**src/rtl/dc_servo_pkg.sv**
```systemverilog
// constants, register map and types of the headphone dc offset servo controller
package dc_servo_pkg;
    // channel count: 0 is left, 1 is right
    localparam int NUM_CH = 2;
    // register indices as printed; the byte address is four times the index
    localparam logic [7:0] IDX_CONTROL = 8'h54;
    localparam logic [7:0] IDX_STORED = 8'h57;
    localparam logic [7:0] IDX_STATUS = 8'h58;
    localparam int ADDR_W = 10;
    localparam logic [ADDR_W-1:0] ADDR_CONTROL = {IDX_CONTROL, 2'b00};
    localparam logic [ADDR_W-1:0] ADDR_STORED = {IDX_STORED, 2'b00};
    localparam logic [ADDR_W-1:0] ADDR_STATUS = {IDX_STATUS, 2'b00};
    // control field positions (lowest bit is the left channel)
    localparam int ENABLE_LSB = 0;
    localparam int STORED_TRIG_LSB = 2;
    localparam int STARTUP_TRIG_LSB = 4;
    // stored correction fields: left in 7:0, right in 15:8
    localparam int CORR_W = 8;
    localparam logic [15:0] STORED_RESET = 16'h0000;
    // status field positions
    localparam int STARTUP_DONE_LSB = 0;
    localparam int STORED_DONE_LSB = 4;
    localparam int ANY_DONE_LSB = 8;
    // axi response codes
    localparam logic [1:0] RESP_OKAY = 2'h0;
    localparam logic [1:0] RESP_SLVERR = 2'h2;
    // timing: printed times in microseconds, clock rate in MHz
    localparam int CLK_MHZ = 25;
    localparam int STARTUP_TIME_US = 86000;
    localparam int STORED_TIME_US = 2000;
    localparam int STARTUP_CYCLES = STARTUP_TIME_US * CLK_MHZ;
    localparam int STORED_CYCLES = STORED_TIME_US * CLK_MHZ;
    // per-channel correction engine state
    typedef enum logic [1:0] {CH_IDLE, CH_STARTUP, CH_STORED} ch_state_t;
endpackage

```
**src/rtl/headphone_dc_offset_servo_ctrl.sv**
```systemverilog
// two-channel headphone dc offset servo control with an axi4-lite register slave
`timescale 1ns/1ps
// Overview of operation
// - control bit 0 enables the left servo, bit 1 the right servo.
// - correction triggers are accepted only while that channel's enable is set.
// - writing 1 to bit 4 or 5 starts a measured start-up correction.
// - start-up correction drives the output to within 1mV of analogue ground.
// - after start-up, the measured correction is held until commanded otherwise.
// - start-up correction takes about 86ms per channel.
// - start-up trigger bit reads 1 while start-up correction is in progress.
// - writing 1 to bit 2 or 3, with that channel's bit 4 or 5 at 0, loads the stored correction without measuring.
// - stored-value correction takes about 2ms per channel.
// - stored-value trigger bit reads 1 while that correction is in progress.
// - two 8-bit two's complement stored values, right 15:8, left 7:0.
// - status bits 1:0 show start-up completion, bit 0 left.
// - status bits 5:4 show stored-value completion, bit 4 left.
// - status bits 9:8 are the OR of both completion bits per channel.
module headphone_dc_offset_servo_ctrl #(
    parameter int STARTUP_CYCLES = dc_servo_pkg::STARTUP_CYCLES,
    parameter int STORED_CYCLES = dc_servo_pkg::STORED_CYCLES
) (
    input wire logic aclk,
    input wire logic aresetn,
    input wire logic [dc_servo_pkg::ADDR_W-1:0] s_axi_awaddr,
    input wire logic s_axi_awvalid,
    output logic s_axi_awready,
    input wire logic [31:0] s_axi_wdata,
    input wire logic [3:0] s_axi_wstrb,
    input wire logic s_axi_wvalid,
    output logic s_axi_wready,
    output logic [1:0] s_axi_bresp,
    output logic s_axi_bvalid,
    input wire logic s_axi_bready,
    input wire logic [dc_servo_pkg::ADDR_W-1:0] s_axi_araddr,
    input wire logic s_axi_arvalid,
    output logic s_axi_arready,
    output logic [31:0] s_axi_rdata,
    output logic [1:0] s_axi_rresp,
    output logic s_axi_rvalid,
    input wire logic s_axi_rready,
    input wire logic [7:0] left_measured_offset,
    input wire logic [7:0] right_measured_offset,
    output logic [7:0] left_correction,
    output logic [7:0] right_correction,
    output logic left_servo_active,
    output logic right_servo_active
);
    localparam int NCH = dc_servo_pkg::NUM_CH;
    localparam int CW = dc_servo_pkg::CORR_W;
    // the counter must hold the longer of the two durations, whichever that is
    localparam int CNT_W = $clog2((STARTUP_CYCLES > STORED_CYCLES ? STARTUP_CYCLES
        : STORED_CYCLES) + 1);

    logic [NCH-1:0] enable_q;
    logic [15:0] stored_q;
    logic bvalid_q;
    logic [1:0] bresp_q;
    logic rvalid_q;
    logic [1:0] rresp_q;
    logic [31:0] rdata_q;
    logic wr_take;
    logic rd_take;
    logic ctl_wr;
    logic [NCH-1:0] enable_d;
    logic [NCH-1:0] startup_busy;
    logic [NCH-1:0] stored_busy;
    logic [NCH-1:0] startup_done;
    logic [NCH-1:0] stored_done;
    logic [NCH*CW-1:0] corr_w;
    logic [NCH*CW-1:0] meas_w;
    logic [31:0] control_rd;
    logic [31:0] status_rd;

    // write address and data are taken together; a pending response blocks the next
    assign wr_take = s_axi_awvalid && s_axi_wvalid && !bvalid_q;
    assign s_axi_awready = wr_take;
    assign s_axi_wready = wr_take;
    assign s_axi_bvalid = bvalid_q;
    assign s_axi_bresp = bresp_q;
    assign rd_take = s_axi_arvalid && !rvalid_q;
    assign s_axi_arready = rd_take;
    assign s_axi_rvalid = rvalid_q;
    assign s_axi_rresp = rresp_q;
    assign s_axi_rdata = rdata_q;

    // only the low byte of the control register holds anything
    assign ctl_wr = wr_take && s_axi_wstrb[0] && (s_axi_awaddr == dc_servo_pkg::ADDR_CONTROL);
    assign enable_d = ctl_wr ? s_axi_wdata[dc_servo_pkg::ENABLE_LSB +: NCH] : enable_q;

    // write response: unmapped addresses answer slverr
    always_ff @(posedge aclk)
    begin
        if (!aresetn)
        begin
            bvalid_q <= 1'b0;
            bresp_q <= dc_servo_pkg::RESP_OKAY;
        end
        else if (wr_take)
        begin
            bvalid_q <= 1'b1;
            if (s_axi_awaddr == dc_servo_pkg::ADDR_CONTROL
                || s_axi_awaddr == dc_servo_pkg::ADDR_STORED
                || s_axi_awaddr == dc_servo_pkg::ADDR_STATUS)
                bresp_q <= dc_servo_pkg::RESP_OKAY;
            else
                bresp_q <= dc_servo_pkg::RESP_SLVERR;
        end
        else if (s_axi_bready)
        begin
            bvalid_q <= 1'b0;
        end
    end

    // channel enables
    always_ff @(posedge aclk)
    begin
        if (!aresetn)
            enable_q <= '0;
        else
            enable_q <= enable_d;
    end

    // stored correction values, byte lanes honoured
    always_ff @(posedge aclk)
    begin
        if (!aresetn)
            stored_q <= dc_servo_pkg::STORED_RESET;
        else if (wr_take && s_axi_awaddr == dc_servo_pkg::ADDR_STORED)
        begin
            if (s_axi_wstrb[0])
                stored_q[7:0] <= s_axi_wdata[7:0];
            if (s_axi_wstrb[1])
                stored_q[15:8] <= s_axi_wdata[15:8];
        end
    end

    // readback images
    always_comb
    begin
        control_rd = '0;
        control_rd[dc_servo_pkg::ENABLE_LSB +: NCH] = enable_q;
        control_rd[dc_servo_pkg::STORED_TRIG_LSB +: NCH] = stored_busy;
        control_rd[dc_servo_pkg::STARTUP_TRIG_LSB +: NCH] = startup_busy;
        status_rd = '0;
        status_rd[dc_servo_pkg::STARTUP_DONE_LSB +: NCH] = startup_done;
        status_rd[dc_servo_pkg::STORED_DONE_LSB +: NCH] = stored_done;
        status_rd[dc_servo_pkg::ANY_DONE_LSB +: NCH] = startup_done | stored_done;
    end

    // read channel: data registered at the address handshake
    always_ff @(posedge aclk)
    begin
        if (!aresetn)
        begin
            rvalid_q <= 1'b0;
            rresp_q <= dc_servo_pkg::RESP_OKAY;
            rdata_q <= '0;
        end
        else if (rd_take)
        begin
            rvalid_q <= 1'b1;
            rresp_q <= dc_servo_pkg::RESP_OKAY;
            unique case (s_axi_araddr)
                dc_servo_pkg::ADDR_CONTROL: rdata_q <= control_rd;
                dc_servo_pkg::ADDR_STORED: rdata_q <= {16'h0000, stored_q};
                dc_servo_pkg::ADDR_STATUS: rdata_q <= status_rd;
                default:
                begin
                    rdata_q <= '0;
                    rresp_q <= dc_servo_pkg::RESP_SLVERR;
                end
            endcase
        end
        else if (s_axi_rready)
        begin
            rvalid_q <= 1'b0;
        end
    end

    assign meas_w = {right_measured_offset, left_measured_offset};

    // one correction engine per channel
    for (genvar i = 0; i < NCH; i++)
    begin : g_ch
        dc_servo_pkg::ch_state_t state_q;
        logic [CNT_W-1:0] cnt_q;
        logic [CW-1:0] meas_s1_q;
        logic [CW-1:0] meas_s2_q;
        logic [CW-1:0] corr_q;
        logic su_done_q;
        logic sv_done_q;
        logic go_su;
        logic go_sv;
        logic finish;

        // writing 0 to a trigger is a no-op; a busy channel ignores new triggers
        assign go_su = ctl_wr && enable_d[i] && state_q == dc_servo_pkg::CH_IDLE
            && s_axi_wdata[dc_servo_pkg::STARTUP_TRIG_LSB + i];
        assign go_sv = ctl_wr && enable_d[i] && state_q == dc_servo_pkg::CH_IDLE
            && !s_axi_wdata[dc_servo_pkg::STARTUP_TRIG_LSB + i]
            && s_axi_wdata[dc_servo_pkg::STORED_TRIG_LSB + i];
        assign finish = state_q != dc_servo_pkg::CH_IDLE && cnt_q == '0 && enable_d[i];

        // the measured offset comes from the analogue side: two-flop synchroniser
        always_ff @(posedge aclk)
        begin
            if (!aresetn)
            begin
                meas_s1_q <= '0;
                meas_s2_q <= '0;
            end
            else
            begin
                meas_s1_q <= meas_w[i*CW +: CW];
                meas_s2_q <= meas_s1_q;
            end
        end

        // sequencing and duration count
        always_ff @(posedge aclk)
        begin
            if (!aresetn)
            begin
                state_q <= dc_servo_pkg::CH_IDLE;
                cnt_q <= '0;
            end
            else if (!enable_d[i])
            begin
                state_q <= dc_servo_pkg::CH_IDLE;
                cnt_q <= '0;
            end
            else if (go_su)
            begin
                state_q <= dc_servo_pkg::CH_STARTUP;
                cnt_q <= CNT_W'(STARTUP_CYCLES - 1);
            end
            else if (go_sv)
            begin
                state_q <= dc_servo_pkg::CH_STORED;
                cnt_q <= CNT_W'(STORED_CYCLES - 1);
            end
            else if (finish)
            begin
                state_q <= dc_servo_pkg::CH_IDLE;
            end
            else if (state_q != dc_servo_pkg::CH_IDLE)
            begin
                cnt_q <= cnt_q - 1'b1;
            end
        end

        // applied correction: measured at start-up end, or loaded stored value
        always_ff @(posedge aclk)
        begin
            if (!aresetn)
                corr_q <= '0;
            else if (finish && state_q == dc_servo_pkg::CH_STARTUP)
                corr_q <= meas_s2_q;
            else if (finish && state_q == dc_servo_pkg::CH_STORED)
                corr_q <= stored_q[i*CW +: CW];
        end

        // completion flags: a new trigger clears its own flag, disable clears both
        always_ff @(posedge aclk)
        begin
            if (!aresetn)
            begin
                su_done_q <= 1'b0;
                sv_done_q <= 1'b0;
            end
            else if (!enable_d[i])
            begin
                su_done_q <= 1'b0;
                sv_done_q <= 1'b0;
            end
            else
            begin
                if (finish && state_q == dc_servo_pkg::CH_STARTUP)
                    su_done_q <= 1'b1;
                else if (go_su)
                    su_done_q <= 1'b0;
                if (finish && state_q == dc_servo_pkg::CH_STORED)
                    sv_done_q <= 1'b1;
                else if (go_sv)
                    sv_done_q <= 1'b0;
            end
        end

        assign startup_busy[i] = state_q == dc_servo_pkg::CH_STARTUP;
        assign stored_busy[i] = state_q == dc_servo_pkg::CH_STORED;
        assign startup_done[i] = su_done_q;
        assign stored_done[i] = sv_done_q;
        assign corr_w[i*CW +: CW] = corr_q;
    end

    // correction drives to the analogue servo, held also while the channel is disabled
    assign left_correction = corr_w[0 +: CW];
    assign right_correction = corr_w[CW +: CW];
    assign left_servo_active = enable_q[0];
    assign right_servo_active = enable_q[1];
endmodule

```
**config.mk**
```make
export PLATFORM = sky130hd
export DESIGN_NAME = headphone_dc_offset_servo_ctrl
export DESIGN_NICKNAME = d
export VERILOG_FILES = /design/src/rtl/dc_servo_pkg.sv /design/src/rtl/headphone_dc_offset_servo_ctrl.sv
export SDC_FILE = /design/constraint.sdc
export NUM_CORES = 1
export LEC_CHECK = 0
export BUFFER_PORTS_ARGS = -buffer_cell sky130_fd_sc_hd__buf_2
export CAP_MARGIN = 25
export CORE_MARGIN = 2
export CORE_UTILIZATION = 54
export CTS_BUF_LIST = sky130_fd_sc_hd__clkbuf_4
export DETAILED_ROUTE_END_ITERATION = 10
export HOLD_SLACK_MARGIN = 0.12
export PLACE_DENSITY = 0.76
export REMOVE_ABC_BUFFERS = 1
export SLEW_MARGIN = 10
export SYNTH_ARGS = -nofsm -noshare
export SYNTH_HDL_FRONTEND = slang
export SYNTH_SLANG_ARGS = --single-unit
```
**constraint.sdc**
```tcl
create_clock -name aclk -period 3.3 [get_ports aclk]
set_input_delay 0.165 -clock aclk [delete_from_list [all_inputs] [get_ports aclk]]
set_output_delay 0.165 -clock aclk [all_outputs]
set_load 0.02 [all_outputs]
```
-- Word-level counts from Yosys, hierarchy flattened
Cells that the tools add are included.
- add/subtract/negate cells: 2
- equality and inequality tests: 14
- mux-type cells: 34
- bitwise logic cells: 6
- reduce and logical (&&, ||, !) cells: 67
- operators by type and width (operator ; count):
    $mux W22 ; 8
    $eq A10 B9 Y1 const B ; 6
    $pmux W16 S3 ; 1
    $logic_not A22 Y1 ; 2
    $sub A22 B1 Y22 const B ; 2
    $mux W8 ; 4
    $reduce_bool A2 Y1 ; 14
    $logic_and A1 B1 Y1 ; 24
    $reduce_and A2 Y1 ; 10
    $mux W1 ; 14
    $mux W2 ; 7
    $reduce_bool A3 Y1 ; 4
    $reduce_or A3 Y1 ; 3
    $reduce_or A4 Y1 ; 2
    $ne A3 B3 Y1 const B ; 2
    $not A1 Y1 ; 5
    $eq A2 B1 Y1 const B ; 2
    $eq A2 B2 Y1 const B ; 2
    $logic_not A1 Y1 ; 4
    $logic_not A2 Y1 ; 2
    $ne A2 B2 Y1 const B ; 2
    $logic_or A1 B1 Y1 ; 2
    $or A2 B2 Y2 ; 1
- flip-flop bits (word level): 156
- input bits: 79
- output and inout bits: 59
- word-level logic and storage cells: 151

-- Longest topological paths before layout
Gate-level depths: netlist of run 1.
- word-level depth: 11
- gate-level depth with buffers: 9
- mapped depth without buffers: 7

-- Worst setup path before layout of run 1
Ideal clock, no wire load.
- path type: input -> register
- start: input port s_axi_awaddr[1] (netlist bit)
- end: register g_ch[0].cnt_q[6]
- library setup time: 0.074 ns
- data arrival time: 2.529 ns
- required time: 3.226 ns
- path slack: 0.696 ns
- cell stages on the path: 7
- buffers on the path: 1
- cells stage by stage: or4b_4 > nor4_4 > mux2i_1 > o31ai_4 > buf_6 > or3_1 > a31oi_1
- word-level cells in the longest chain between the ends: 9
- elaborated cells on any way between the ends: 15
- classes of those cells: eq/ne: 2; mux: 3; reduce/logical: 10
- RTL lines (item ; line ; text):
    start: declaration ; headphone_dc_offset_servo_ctrl.sv:24 ; input wire logic [dc_servo_pkg::ADDR_W-1:0] s_axi_awaddr,
    $eq A10 B9 Y1 * ; headphone_dc_offset_servo_ctrl.sv:87 ; assign ctl_wr = wr_take && s_axi_wstrb[0] && (s_axi_awaddr == dc_servo_pkg::ADDR_CONTROL);
    $logic_and A1 B1 Y1 * ; headphone_dc_offset_servo_ctrl.sv:87 ;
    $mux W2 ; headphone_dc_offset_servo_ctrl.sv:88 ; assign enable_d = ctl_wr ? s_axi_wdata[dc_servo_pkg::ENABLE_LSB +: NCH] : enable_q;
    $logic_and A1 B1 Y1 (2 in series) ; headphone_dc_offset_servo_ctrl.sv:197, headphone_dc_offset_servo_ctrl.sv:199 ;
    $logic_and A1 B1 Y1 ; headphone_dc_offset_servo_ctrl.sv:200 ; && !s_axi_wdata[dc_servo_pkg::STARTUP_TRIG_LSB + i]
    $logic_and A1 B1 Y1 ; headphone_dc_offset_servo_ctrl.sv:201 ; && s_axi_wdata[dc_servo_pkg::STORED_TRIG_LSB + i];
    $ne A3 B3 Y1 (no line) (tied with other cells) ; -- ;
    $reduce_and A2 Y1 (no line) / $mux W22 (equally long branches) ; -- ;
    end signal: assignment ; headphone_dc_offset_servo_ctrl.sv:235 ; cnt_q <= CNT_W'(STARTUP_CYCLES - 1);
    end signal: assignment ; headphone_dc_offset_servo_ctrl.sv:240 ; cnt_q <= CNT_W'(STORED_CYCLES - 1);
    end signal: assignment ; headphone_dc_offset_servo_ctrl.sv:248 ; cnt_q <= cnt_q - 1'b1;
    end: declaration ; headphone_dc_offset_servo_ctrl.sv:186 ; logic [CNT_W-1:0] cnt_q;
Every way passes the cells marked *; elsewhere a longest branch is shown, timed or not.
A chain may end at the register's enable or synchronous reset.

-- Worst setup path after layout of run 1
- start: register g_ch[0].cnt_q[15]
- end: register g_ch[0].cnt_q[6]
- word-level cells in the longest chain between the ends: 5
- RTL lines (item ; line ; text):
    $logic_not A22 Y1 ; headphone_dc_offset_servo_ctrl.sv:202 ; assign finish = state_q != dc_servo_pkg::CH_IDLE && cnt_q == '0 && enable_d[i];
    $logic_and A1 B1 Y1 (2 in series) ; headphone_dc_offset_servo_ctrl.sv:202 ;
    $ne A3 B3 Y1 (no line) ; -- ;
    $reduce_and A2 Y1 (no line) ; -- ;
No other way between the ends.

==> results of run 1 <==
[worst paths after layout]
| path | start | end | slack [ns] | cells after the start |
|---|---|---|---|---|
| worst min register to register | g_ch[0].meas_s1_q[1] | g_ch[0].meas_s2_q[1] | 0.44 | 1 |
| worst max register to register | g_ch[0].cnt_q[15] | g_ch[0].cnt_q[6] | 0.40 | 6 |
| worst min-delay path | s_axi_araddr[9] | s_axi_rdata[15] | 0.19 | 5 |
| worst max-delay path | g_ch[0].cnt_q[15] | g_ch[0].cnt_q[6] | 0.40 | 6 |
[flip-flops by register name, indices dropped and copies added, names as in the netlist, 2 cells and up]
register	cells
g_ch.cnt_q	44
g_ch.meas_s1_q	16
g_ch.meas_s2_q	16
s_axi_rdata	16
stored_q	16
left_correction	8
right_correction	8
g_ch.state_q	4
enable_q	2
g_ch.su_done_q	2
g_ch.sv_done_q	2
[cell type report]
cell class              count  share of cell area, %
inverters                  10                  0.510
repair buffers            155                   13.8
clock buffers              17                   1.74
well taps                 140                   2.38
clock inverters            15                   2.08
multi-input cells         480                   41.9
flip-flops and latches    138                   37.6
[metal layers]
metal  GRT usage (%)  vias to the layer above  wire length [um]
met4            11.5                        0               419
met2            44.9                      239              7710
met3            7.11                       45              1080
met5               0                        -                 0
li1                -                     2679                 -
met1            32.0                     2654              6520
[metrics by stage]
step,std cells,util [%],hold slack (ns),area (um2),power [uW]
after floorplan,628,-,0.283,5870,1810
after global placement,882,60.9,0.370,6660,1880
after detailed placement,882,60.9,0.373,6660,1880
after CTS,955,67.2,0.156,7350,2990
after global routing,955,67.2,0.174,7350,3100
final,955,67.2,0.189,7350,2990
[critical path, stage by stage, from the launching register on]
cell and delay, ns:
sky130_fd_sc_hd__dfxtp_1 0.37, sky130_fd_sc_hd__or4_1 0.55, sky130_fd_sc_hd__or3_1 0.38, sky130_fd_sc_hd__or4_1 0.61
sky130_fd_sc_hd__o31ai_4 0.57, sky130_fd_sc_hd__o21ai_0 0.15, sky130_fd_sc_hd__a31oi_1 0.21
[where the power goes]
part / internal (uW) / switching (uW)
sequential: 1690 / 8.78
combinational: 91.7 / 96.7
clock: 445 / 657
total: 2230 / 763
[timing repair]
action	4_1_cts	5_1_grt
endpoints found under the hold margin	51	0
hold buffers	41	0
buffers inserted	0	0
[cell families after synthesis]
family	after synthesis	share of synthesized area, %
AO/OA/AOI/OAI	158	18.2
XOR/XNOR	18	2.59
adder cells (fa/ha/maj)	2	0.412
buffers and inverters	61	5.12
flip-flops	138	45.4
multiplexers	21	3.58
other	1	0.0617
AND/OR/NAND/NOR	263	24.6
[synth_stat cells, types with 2 or more instances]
| cell | n | area [um2] |
|---|---|---|
| sky130_fd_sc_hd__or2_2 | 3 | 18.8 |
| sky130_fd_sc_hd__a21oi_1 | 35 | 175 |
| sky130_fd_sc_hd__a21boi_0 | 10 | 75.1 |
| sky130_fd_sc_hd__nand3_1 | 23 | 115 |
| sky130_fd_sc_hd__and3_1 | 2 | 12.5 |
| sky130_fd_sc_hd__inv_1 | 9 | 33.8 |
| sky130_fd_sc_hd__a222oi_1 | 4 | 40.0 |
| sky130_fd_sc_hd__o211ai_1 | 8 | 60.1 |
| sky130_fd_sc_hd__a311oi_1 | 2 | 17.5 |
| sky130_fd_sc_hd__and2_1 | 36 | 225 |
| sky130_fd_sc_hd__o21ai_0 | 24 | 120 |
| sky130_fd_sc_hd__nand4_1 | 10 | 62.6 |
| sky130_fd_sc_hd__nand4b_1 | 5 | 43.8 |
| sky130_fd_sc_hd__o21a_1 | 3 | 22.5 |
| sky130_fd_sc_hd__nor2_1 | 26 | 97.6 |
| sky130_fd_sc_hd__a22oi_1 | 3 | 22.5 |
| sky130_fd_sc_hd__a221oi_1 | 2 | 17.5 |
| sky130_fd_sc_hd__nor2b_1 | 27 | 169 |
| sky130_fd_sc_hd__nand2b_1 | 8 | 50.1 |
| sky130_fd_sc_hd__mux2i_1 | 18 | 180 |
| sky130_fd_sc_hd__mux2_2 | 2 | 22.5 |
| sky130_fd_sc_hd__xnor2_1 | 11 | 96.3 |
| sky130_fd_sc_hd__o31ai_1 | 10 | 75.1 |
| sky130_fd_sc_hd__nand2_1 | 51 | 191 |
| sky130_fd_sc_hd__ha_1 | 2 | 25.0 |
| sky130_fd_sc_hd__nor3_1 | 15 | 75.1 |
| sky130_fd_sc_hd__a31oi_1 | 11 | 68.8 |
| sky130_fd_sc_hd__a22o_1 | 4 | 35.0 |
| sky130_fd_sc_hd__or3_1 | 16 | 100 |
| sky130_fd_sc_hd__nor3b_1 | 5 | 37.5 |
| sky130_fd_sc_hd__o211a_1 | 15 | 150 |
| sky130_fd_sc_hd__nor4b_1 | 2 | 17.5 |
| sky130_fd_sc_hd__o41ai_1 | 2 | 17.5 |
| sky130_fd_sc_hd__or4_1 | 12 | 90.1 |
| sky130_fd_sc_hd__and4b_1 | 3 | 30.0 |
| sky130_fd_sc_hd__a211oi_1 | 3 | 22.5 |
| sky130_fd_sc_hd__buf_4 | 20 | 150 |
| sky130_fd_sc_hd__dfxtp_1 | 138 | 2760 |
| sky130_fd_sc_hd__clkbuf_1 | 30 | 113 |
| sky130_fd_sc_hd__nor4_1 | 10 | 62.6 |
| sky130_fd_sc_hd__or4b_2 | 2 | 20.0 |
| sky130_fd_sc_hd__xor2_1 | 7 | 61.3 |
| sky130_fd_sc_hd__o22ai_1 | 12 | 75.1 |
==> flow_results.org, run 1 <==
** Pwr
- Power spread over the standard cell area amounts to 407 mW/mm2.
- In this run the static leakage power is 0.00316 uW.
- Peak ir drop on the vdd network :: 0.000304 V

** Status
- Result of the run :: completed

** Timing
- Setup repair after global routing left no endpoint under its margin.
- Number of hold violations in the final report :: 0
- After layout, the worst setup slack is 0.398 ns.
- Setup total negative slack on the finished layout was measured at 0 ns.
- Crit path time final :: 2.90 ns
- Final setup violation count :: 0
- The count of final max-slew check failures was 0.
- After layout, the worst path uses 87.9% of the clock period.
- At the pin with the least slew margin, the transition time is 0.796 ns.
- Upper clock frequency limit :: 345 MHz
- Normalized max-slew margin :: 46.4%
- Across the routed clock network, the largest skew measured is 0.0213 ns.

** Logic synthesis
- Summing the sequential cell areas from Yosys gives 45.4% of the chip area.
- Synthesized area per cell :: 9.18 um2
- FFs w/ async S/R, synth :: 0%
- Post-synthesis cell type count :: 64
- EDFF count, synth :: 0
- Synthesis inferred 138 register bits.
- The cell area that synthesis handed to floorplanning was 0.00608 mm2.
- Count of warnings emitted by yosys :: 0
- Synthesis produced 662 cells.
- Leading register cell type out of synthesis :: sky130_fd_sc_hd__dfxtp_1

** Clock network
- CTS tree :: yes
- In this run, post-CTS repair resized a total of 0 instances.
- The clock net in this run drives a total of 138 sinks.
- Total clock buffers created by CTS :: 17
- Clk slew on worst S/H paths :: 0.13 ns
- In this run the number of H-tree levels came out at 4.
- No sink is reached through more buffers than the 2 on the longest clock path.
- Clk Tree Root Cell :: sky130_fd_sc_hd__clkbuf_4
- The clock reaches the later pin of the worst-skew pair after 0.56 ns.

** Layout
- Count of inserted antenna diode cells :: 0
- The library cell used most frequently in the layout, excluding fill and tap cells, is sky130_fd_sc_hd__dfxtp_1.
- Number of nets in the layout :: 883
- Final-layout fill cell count :: 891
- In the final layout, the multi-input gates occupy 0.00308 mm2.
- Relative to the synthesized area, the layout overhead comes to 21.0%.
- In the final layout, the share of cells above drive strength 1 is 19.4%.
- Most frequent cells in the layout :: sky130_fd_sc_hd__dfxtp_1 (138), sky130_fd_sc_hd__buf_2 (101), sky130_fd_sc_hd__nand2_1 (51)
- FF+latch area :: 0.00276 mm2

** Global routing
- Total routing resource utilization after global routing :: 26.7%
- The number of global-route vias before repair was 5415.
- Entering global routing, the biggest net connects 58 pins.
- GR Overflow Total :: 0
- First-pass GRT wire length :: 25.2 mm
- Number of antenna violations at the first check in global routing :: 0

** Floorplan
- In this run the horizontal extent of the chip is 110 um.
- The floorplan has 38 rows.
- Once the floorplan was initialized, standard cells occupied 55.6% of the core.
- Total Die Area :: 0.0121 mm2
- In this run the vertical extent of the chip is 110 um.
- During I/O placement, the number of pins put on the boundary was 138.
- Core footprint :: 0.0109 mm2

** Flow run
- Max-capacitance violation count :: 0

** Setup path
- Crit start category :: register
- Type of element capturing the critical path :: register
- At the worst endpoint, the required time is 3.78 ns.
- For the worst setup path, the data arrival time is 3.38 ns.
- By startpoint and endpoint, the worst setup path is classified as register to register.
- Worst-path maximum fanout :: 14

** Route
- The detailed router placed 5617 vias in this run.
- Using the TritonRoute via totals, the vias-per-cell ratio works out to 5.88.
- In the final routed layout, each cell accounts on average for 16.5 um.
- Total Wirelength :: 15.7 mm
- In the routed design, unresolved DRC markers number 0.
- After the first detailed-routing iteration, the DRC count stood at 414.
- Once detail routing completed, the nets flagged for antenna violations numbered 0.
- Iteration count of the initial detailed-routing pass :: 8

** Placed design
- Buffers added on ports :: 101
- Detailed placement finished with a half-perimeter wire length of 10.4 mm.
- The congestion estimate from routability-driven global placement came to 0.855.
- Placement Setup Slack :: 0.472 ns

** Min path
- The path class of the tightest hold or removal check is primary input to register.
(Power assumes the default switching activity.)
==> run 2: changes to the inputs <==
--- a/config.mk
+++ b/config.mk
@@ -8,12 +8,13 @@
 export BUFFER_PORTS_ARGS = -buffer_cell sky130_fd_sc_hd__buf_2
 export CAP_MARGIN = 25
 export CORE_MARGIN = 2
-export CORE_UTILIZATION = 54
+export CORE_UTILIZATION = 30
 export CTS_BUF_LIST = sky130_fd_sc_hd__clkbuf_4
 export DETAILED_ROUTE_END_ITERATION = 10
 export HOLD_SLACK_MARGIN = 0.12
-export PLACE_DENSITY = 0.76
+export PLACE_DENSITY = 0.45
 export REMOVE_ABC_BUFFERS = 1
+export SETUP_SLACK_MARGIN = 0.05
 export SLEW_MARGIN = 10
 export SYNTH_ARGS = -nofsm -noshare
 export SYNTH_HDL_FRONTEND = slang
==> run 2 against run 1 <==
Die area is 77% higher. Sequential cell count stayed put. Maximum frequency is 1.2% higher. Non-clock buffer count is 14 higher. Via count is 3.2% lower. Sequential power hardly changed. Routed wire length is 4.3% higher. Total power is 7.2% higher. Sequential share of layout area is 1.8 points lower. Setup slack better by 0.035 ns. Clock power is 19% higher. First-iteration DRC count is 9.2% lower.
==> flow_results.org, run 2 (synthesized netlist as in run 1, its figures left out) <==
** Layout
- Relative area change from synthesis to final layout :: 27.0%
- For this run, the post-layout net count is 897.
- Finished Layout Cells :: 1100
- Final-layout fill cell count :: 2118
- Cells with a size suffix above 1 make up 19.7% of the layout.
- Most frequent cells in the layout :: sky130_fd_sc_hd__dfxtp_1 (138), sky130_fd_sc_hd__buf_2 (101), sky130_fd_sc_hd__nand2_1 (51), sky130_fd_sc_hd__dlygate4sd3_1 (51), sky130_fd_sc_hd__and2_1 (36)
- Ranked by flip-flop count, first place goes to g_ch.cnt_q.
- Largest register FFs :: 44
- Leaving out fill and tap cells, the most frequent cell in the layout is sky130_fd_sc_hd__dfxtp_1.
- Cells fill 38.5% of the core in the end.

** Route
- In the final routed layout, each cell accounts on average for 14.9 um.
- DRT iter0 DRCs :: 376
- After detailed routing, the number of remaining DRC violations is 0.
- Iteration count of the initial detailed-routing pass :: 5
- Total Wirelength :: 16.4 mm
- Count of nets left with antenna violations after detail routing :: 0
- Mean number of vias per cell :: 4.95
- The final route contains 5440 vias.

** Global routing
- The total overflow left after global routing is 0.
- Most used routing layer :: met2
- The number of global-route vias before repair is 5275.
- The initial antenna violation count is 1.
- For met2 alone, demand over resource in global routing was 24.7%.
- Met1 layer usage reported by global route :: 20.0%
- Total routing resource utilization after global routing :: 15.3%
- Entering global routing, the biggest net connects 68 pins.
- In the global route stage, met3 resource usage came out at 4.56%.
- The first global-routing pass estimated 26.5 mm of wire.

** Timing
- Summed negative setup slack over all endpoints :: 0 ns
- For this run, the top clock speed supported by timing is 349 MHz.
- Normalized max-slew margin :: 43.9%
- The hold violation total from the final report came to 0.
- The count of final max-slew check failures is 0.
- Crit path time final :: 2.87 ns
- Period Utilization, post-route :: 86.9%
- On the final layout, the worst clock skew is 0.0168 ns.
- Transition time of the tightest slew-check pin :: 0.840 ns
- Setup violations remaining at the end of the flow were counted as 0.
- Setup repair after global routing left no endpoint under its margin.

** Clock network
- Clock tree synthesis found a total of 138 sinks.
- The number of clock buffers added by TritonCTS is 17.
- Worst-skew pair later-pin latency :: 0.53 ns
- Clk slew on worst S/H paths :: 0.13 ns
- TritonCTS built the clock tree.
- Clock H-tree levels :: 4
- Max Buffers Root-to-Sink :: 2
- Once the clock tree was built, the setup fixing pass inserted 0 buffers.
- CTS placed an instance of sky130_fd_sc_hd__clkbuf_4 at the clock tree root.
- Hold Buf Count CTS :: 51
- Gates resized during post-CTS repair numbered 0.

** Setup path
- Tracing the worst setup path back leads to its startpoint at g_ch[0].cnt_q[15].
- Worst-path maximum fanout :: 14
- Critical Path RT :: 3.77 ns
- Crit start category :: register
- Startpoint of the worst-slack reg-to-reg timing path :: g_ch[0].cnt_q[15]
- Data arrives at the worst endpoint at 3.34 ns.
- Type of element capturing the critical path :: register
- The critical path is of the register to register type.

** Flow run
- Max-capacitance violation count :: 0

** Status
- Result of the run :: completed

** Floorplan
- In this run the core area contains 52 standard-cell rows.
- Horiz. Die Dim :: 146 um
- The die covers 0.0214 mm2.
- Number of I/O pins :: 138
- Initial core utilization :: 30.3%
- The core region is 0.0200 mm2.
- Overall die height :: 146 um

** Min path
- The min-delay analysis places its worst path in the category primary input to register.
- The startpoint identified for the worst hold timing path is s_axi_araddr[8].

** Placed design
- Detailed placement ended at an HPWL of 11.6 mm.
- Placer's final routability congestion estimate :: 0.803
- Counting tap cells, the placed design contains a total of 1016 instances.
- Buffers added on ports :: 101

** Pwr
- Pwr dens :: 415 mW/mm2
- Peak ir drop on the vdd network :: 0.000221 V
- Lkg Pwr :: 0.00329 uW
==> run 2: cell count changes in the layout (fill, tap and decap cells not counted) <==
cell / before / now
sky130_fd_sc_hd__clkinv_1: 2 / 1
sky130_fd_sc_hd__inv_6: 1 / 7
sky130_fd_sc_hd__clkinvlp_4: 7 / 1
sky130_fd_sc_hd__diode_2: 0 / 1
sky130_fd_sc_hd__buf_12: 0 / 1
sky130_fd_sc_hd__buf_4: 13 / 16
sky130_fd_sc_hd__clkinv_2: 2 / 0
sky130_fd_sc_hd__dlygate4sd3_1: 41 / 51
sky130_fd_sc_hd__bufinv_16: 2 / 4
sky130_fd_sc_hd__clkbuf_4: 17 / 18
==> run 2: power by group <==
group          total [uW]  switching [uW]  internal, uW
logic                 197            97.1          99.6
registers            1700            8.12          1690
clock network        1310             681           630
==> run 2: final cells by class <==
| type | count | area, um2 | share of cell area [%] |
|---|---|---|---|
| clock buffer | 18 | 135 | 1.75 |
| timing repair buffer | 169 | 1160 | 15.0 |
| tap | 270 | 338 | 4.37 |
| antenna | 1 | 2.50 | 0.0324 |
| sequential | 138 | 2760 | 35.8 |
| inverter | 10 | 37.5 | 0.486 |
| multi-input combinational | 480 | 3080 | 39.9 |
| clock inverter | 14 | 206 | 2.67 |
==> run 2: critical path: stages, from the launching register on <==
cell and delay (ns):
sky130_fd_sc_hd__dfxtp_1 0.37, sky130_fd_sc_hd__or4_1 0.54, sky130_fd_sc_hd__or3_1 0.37, sky130_fd_sc_hd__or4_1 0.60, sky130_fd_sc_hd__o31ai_4 0.58, sky130_fd_sc_hd__o21ai_0 0.18
sky130_fd_sc_hd__a31oi_1 0.17
==> run 2: stage by stage <==
stage | instance area, um2 | total power (uW) | hold slack [ns] | setup WS (ns)
after floorplan | 5870 | 1810 | 0.283 | 0.452
after global placement | 6870 | 1890 | 0.371 | 0.419
after detailed placement | 6870 | 1890 | 0.374 | 0.436
after CTS | 7720 | 3250 | 0.121 | 0.404
after global routing | 7720 | 3340 | 0.126 | 0.221
final | 7720 | 3210 | 0.181 | 0.434
==> run 2: worst paths after layout <==
path                                             end  slack (ns)  cells past startpoint
worst min register to register  g_ch[1].meas_s2_q[2]        0.45                      1
worst max register to register      g_ch[0].cnt_q[3]        0.43                      6
worst min-delay path                 s_axi_rdata[12]        0.18                      4
worst max-delay path                g_ch[0].cnt_q[3]        0.43                      6
==> run 2: routing by layer <==
metal | up-vias | routed length, um
met2 | 154 | 7520
met4 | 0 | 191
met1 | 2568 | 7790
met5 | - | 0
li1 | 2705 | -
met3 | 13 | 899
==> run 3: changes to the inputs <==
--- a/config.mk
+++ b/config.mk
@@ -7,12 +7,14 @@
 export LEC_CHECK = 0
 export BUFFER_PORTS_ARGS = -buffer_cell sky130_fd_sc_hd__buf_2
 export CAP_MARGIN = 25
+export CELL_PAD_IN_SITES_DETAIL_PLACEMENT = 1
+export CELL_PAD_IN_SITES_GLOBAL_PLACEMENT = 1
 export CORE_MARGIN = 2
 export CORE_UTILIZATION = 30
 export CTS_BUF_LIST = sky130_fd_sc_hd__clkbuf_4
 export DETAILED_ROUTE_END_ITERATION = 10
 export HOLD_SLACK_MARGIN = 0.12
-export PLACE_DENSITY = 0.45
+export PLACE_DENSITY = 0.58
 export REMOVE_ABC_BUFFERS = 1
 export SETUP_SLACK_MARGIN = 0.05
 export SLEW_MARGIN = 10
==> run 3 against run 2 <==
Clock power is 5% lower. Critical path type unchanged. Final area is 0.39% lower. Sequential power hardly changed. Worst hold slack better by 0.038 ns. Largest power group unchanged. Via count is 2.2% higher. Combinational power hardly changed. Highest routed layer unchanged. Setup slack worse by 0.064 ns. First-iteration DRC count is 39% lower. Total power is 2.1% lower. Core utilization is 0.15 points lower.
==> flow_results.org, run 3 (synthesized netlist as in run 1, its figures left out) <==
** Layout
- Largest register by flop count :: g_ch.cnt_q
- Leaving out fill and tap cells, the most frequent cells in the layout are sky130_fd_sc_hd__dfxtp_1 (138), sky130_fd_sc_hd__buf_2 (101), sky130_fd_sc_hd__nand2_1 (51), sky130_fd_sc_hd__dlygate4sd3_1 (51), sky130_fd_sc_hd__and2_1 (36).
- Final standard cell utilization of the core :: 38.4%
- After the flow finishes, the layout carries non-filler instances totaling 1101.
- Number of nets in the layout :: 898
- The library cell used most frequently in the layout, excluding fill and tap cells, is sky130_fd_sc_hd__dfxtp_1.
- Fill cells in the final layout number 2391.
- FF+latch area :: 0.00276 mm2
- Largest register FFs :: 44
- Relative to the synthesized area, the layout overhead comes to 26.5%.
- Fraction of layout cells with a size suffix above 1 :: 19.8%
- Area used by multi-input combinational logic :: 0.00308 mm2

** Clock network
- The clock drives 138 sinks.
- The clock reaches the later pin of the worst-skew pair after 0.55 ns.
- TritonCTS built the clock tree.
- After clock tree synthesis, the repair step resized 0 gates.
- Total clock buffers created by CTS :: 17
- Clk slew on worst S/H paths :: 0.13 ns
- Count of buffers added by post-CTS timing repair for setup :: 0
- The H-tree generated during clock tree synthesis spans 4 levels.
- The clock passes through at most 2 buffers.
- Clk Tree Root Cell :: sky130_fd_sc_hd__clkbuf_4

** Setup path
- STA classifies the critical path startpoint as a register.
- Critical path data arrival time :: 3.40 ns
- CP Class :: register to register
- The worst setup path is captured at a register.
- Critical Path RT :: 3.77 ns
- Of all nets on the critical path, the largest fanout is 14.

** Route
- The routed layout has 5557 vias.
- Before antenna repair, the detailed router went through 4 iterations.
- Mean number of vias per cell :: 5.05
- The detailed router finished its first iteration with 231 violations.
- Summed over all layers, the routed wires come to 18.3 mm.
- For this run, design rule violations remaining after detail routing come to 0.
- The count of nets left with antenna violations once routing finished came out at 0.
- Dividing the detail-routed wire length by the instance count gives 16.7 um.

** Floorplan
- Total Die Area :: 0.0214 mm2
- The floorplan has 52 rows.
- The region available for standard cell placement spans 0.0200 mm2.
- Overall die height :: 146 um
- Horiz. Die Dim :: 146 um
- For this configuration, the core starts out at a cell density of 30.3%.
- In this run the count of I/O pins placed on the die edge is 138.

** Timing
- Based on the critical path, the design can be clocked at up to 341 MHz.
- The hold violation total from the final report is 0.
- Setup Skew :: 0.0147 ns
- The count of final max-slew check failures is 0.
- Headroom to the max-slew limit came out at 44.9%.
- For the finished layout, the period the worst path requires is 2.93 ns.
- Fin Hold WS :: 0.219 ns
- Summed negative setup slack over all endpoints :: 0 ns
- Setup repair after global routing missed its margin :: false
- In the finished design, the share of the clock period the worst path needs comes to 88.8%.
- Setup violations remaining at the end of the flow were counted as 0.
- For the pin with the worst max-slew slack, the measured transition is 0.819 ns.

** Min path
- The min-delay analysis places its worst path in the category primary input to register.

** Placed design
- At the end of routability-driven placement, the weighted congestion stood at 0.825.
- Buffers added on ports :: 101
- Sum of net half-perimeters after detailed placement :: 13.2 mm
- The number of placed instances, taps included, is 1017.

** Global routing
- After global routing the overflow that remains totals 0.
- Entering global routing, the biggest net connects 66 pins.
- The initial antenna violation count came to 1.
- The first global-routing pass estimated 30.0 mm of wire.
- Total routing resource utilization after global routing :: 17.5%
- The number of global-route vias before repair is 5931.

** Status
- Result of the run :: completed

** Flow run
- Max-capacitance violation count :: 0

** Pwr
- Pwr dens :: 408 mW/mm2
- In this run the static leakage power is 0.00328 uW.
- Overall power consumption after layout is estimated at 3140 uW.
- Peak ir drop on the vdd network :: 0.000193 V
-- run 3: worst paths after layout --
kind | startpoint | endpoint | slack, ns | cells after the start
setup / recovery | g_ch[0].cnt_q[15] | g_ch[0].cnt_q[3] | 0.37 | 6
hold / removal | s_axi_araddr[5] | s_axi_rdata[9] | 0.22 | 5
setup reg to reg | g_ch[0].cnt_q[15] | g_ch[0].cnt_q[3] | 0.37 | 6
hold reg to reg | g_ch[0].meas_s1_q[5] | g_ch[0].meas_s2_q[5] | 0.45 | 1
-- run 3: where the power goes --
group | switching (uW) | leakage, uW | total [uW] | internal (uW)
clock | 688 | 0.000170 | 1240 | 553
combinational | 99.6 | 0.00199 | 198 | 98.7
sequential | 8.50 | 0.00112 | 1700 | 1690
total | 797 | 0.00328 | 3140 | 2340
-- run 3: final cells by class --
cell class,count,area share (%)
multi-input combinational,480,40.1
sequential,138,35.9
timing repair buffer,170,15.0
tap,270,4.39
clock inverter,14,2.36
clock buffer,18,1.76
inverter,10,0.488
antenna,1,0.0325
-- run 3: metal layers --
metal  up-vias  track usage (%)  share of wire (%)  wire length [um]
met2       137             30.0                 48              8800
met4         0             6.31                1.8               326
li1       2704                -                  -                 -
met3        28             4.63                5.2               952
met5         -                0                  0                 0
met1      2688             21.0                 45              8260
-- run 3: metrics by stage --
| stage | instance area (um2) | setup WS (ns) |
|---|---|---|
| 2_1_floorplan | 5870 | 0.452 |
| 3_3_place_gp | 6860 | 0.505 |
| 3_5_place_dp | 6860 | 0.423 |
| 4_1_cts | 7690 | 0.358 |
| 5_1_grt | 7690 | 0.195 |
| 6_report | 7690 | 0.369 |
-- run 3: timing repair --
action,in CTS,in global routing
endpoints found under the hold margin,72,0
setup endpoints to repair,0,0
hold buffers,51,0
-- run 3: worst max-delay path, cell delays in order (launching register included) --
cell	delay [ns]
sky130_fd_sc_hd__dfxtp_1	0.36
sky130_fd_sc_hd__or4_1	0.55
sky130_fd_sc_hd__or3_1	0.37
sky130_fd_sc_hd__or4_1	0.62
sky130_fd_sc_hd__o31ai_4	0.56
sky130_fd_sc_hd__o21ai_0	0.20
sky130_fd_sc_hd__a31oi_1	0.19
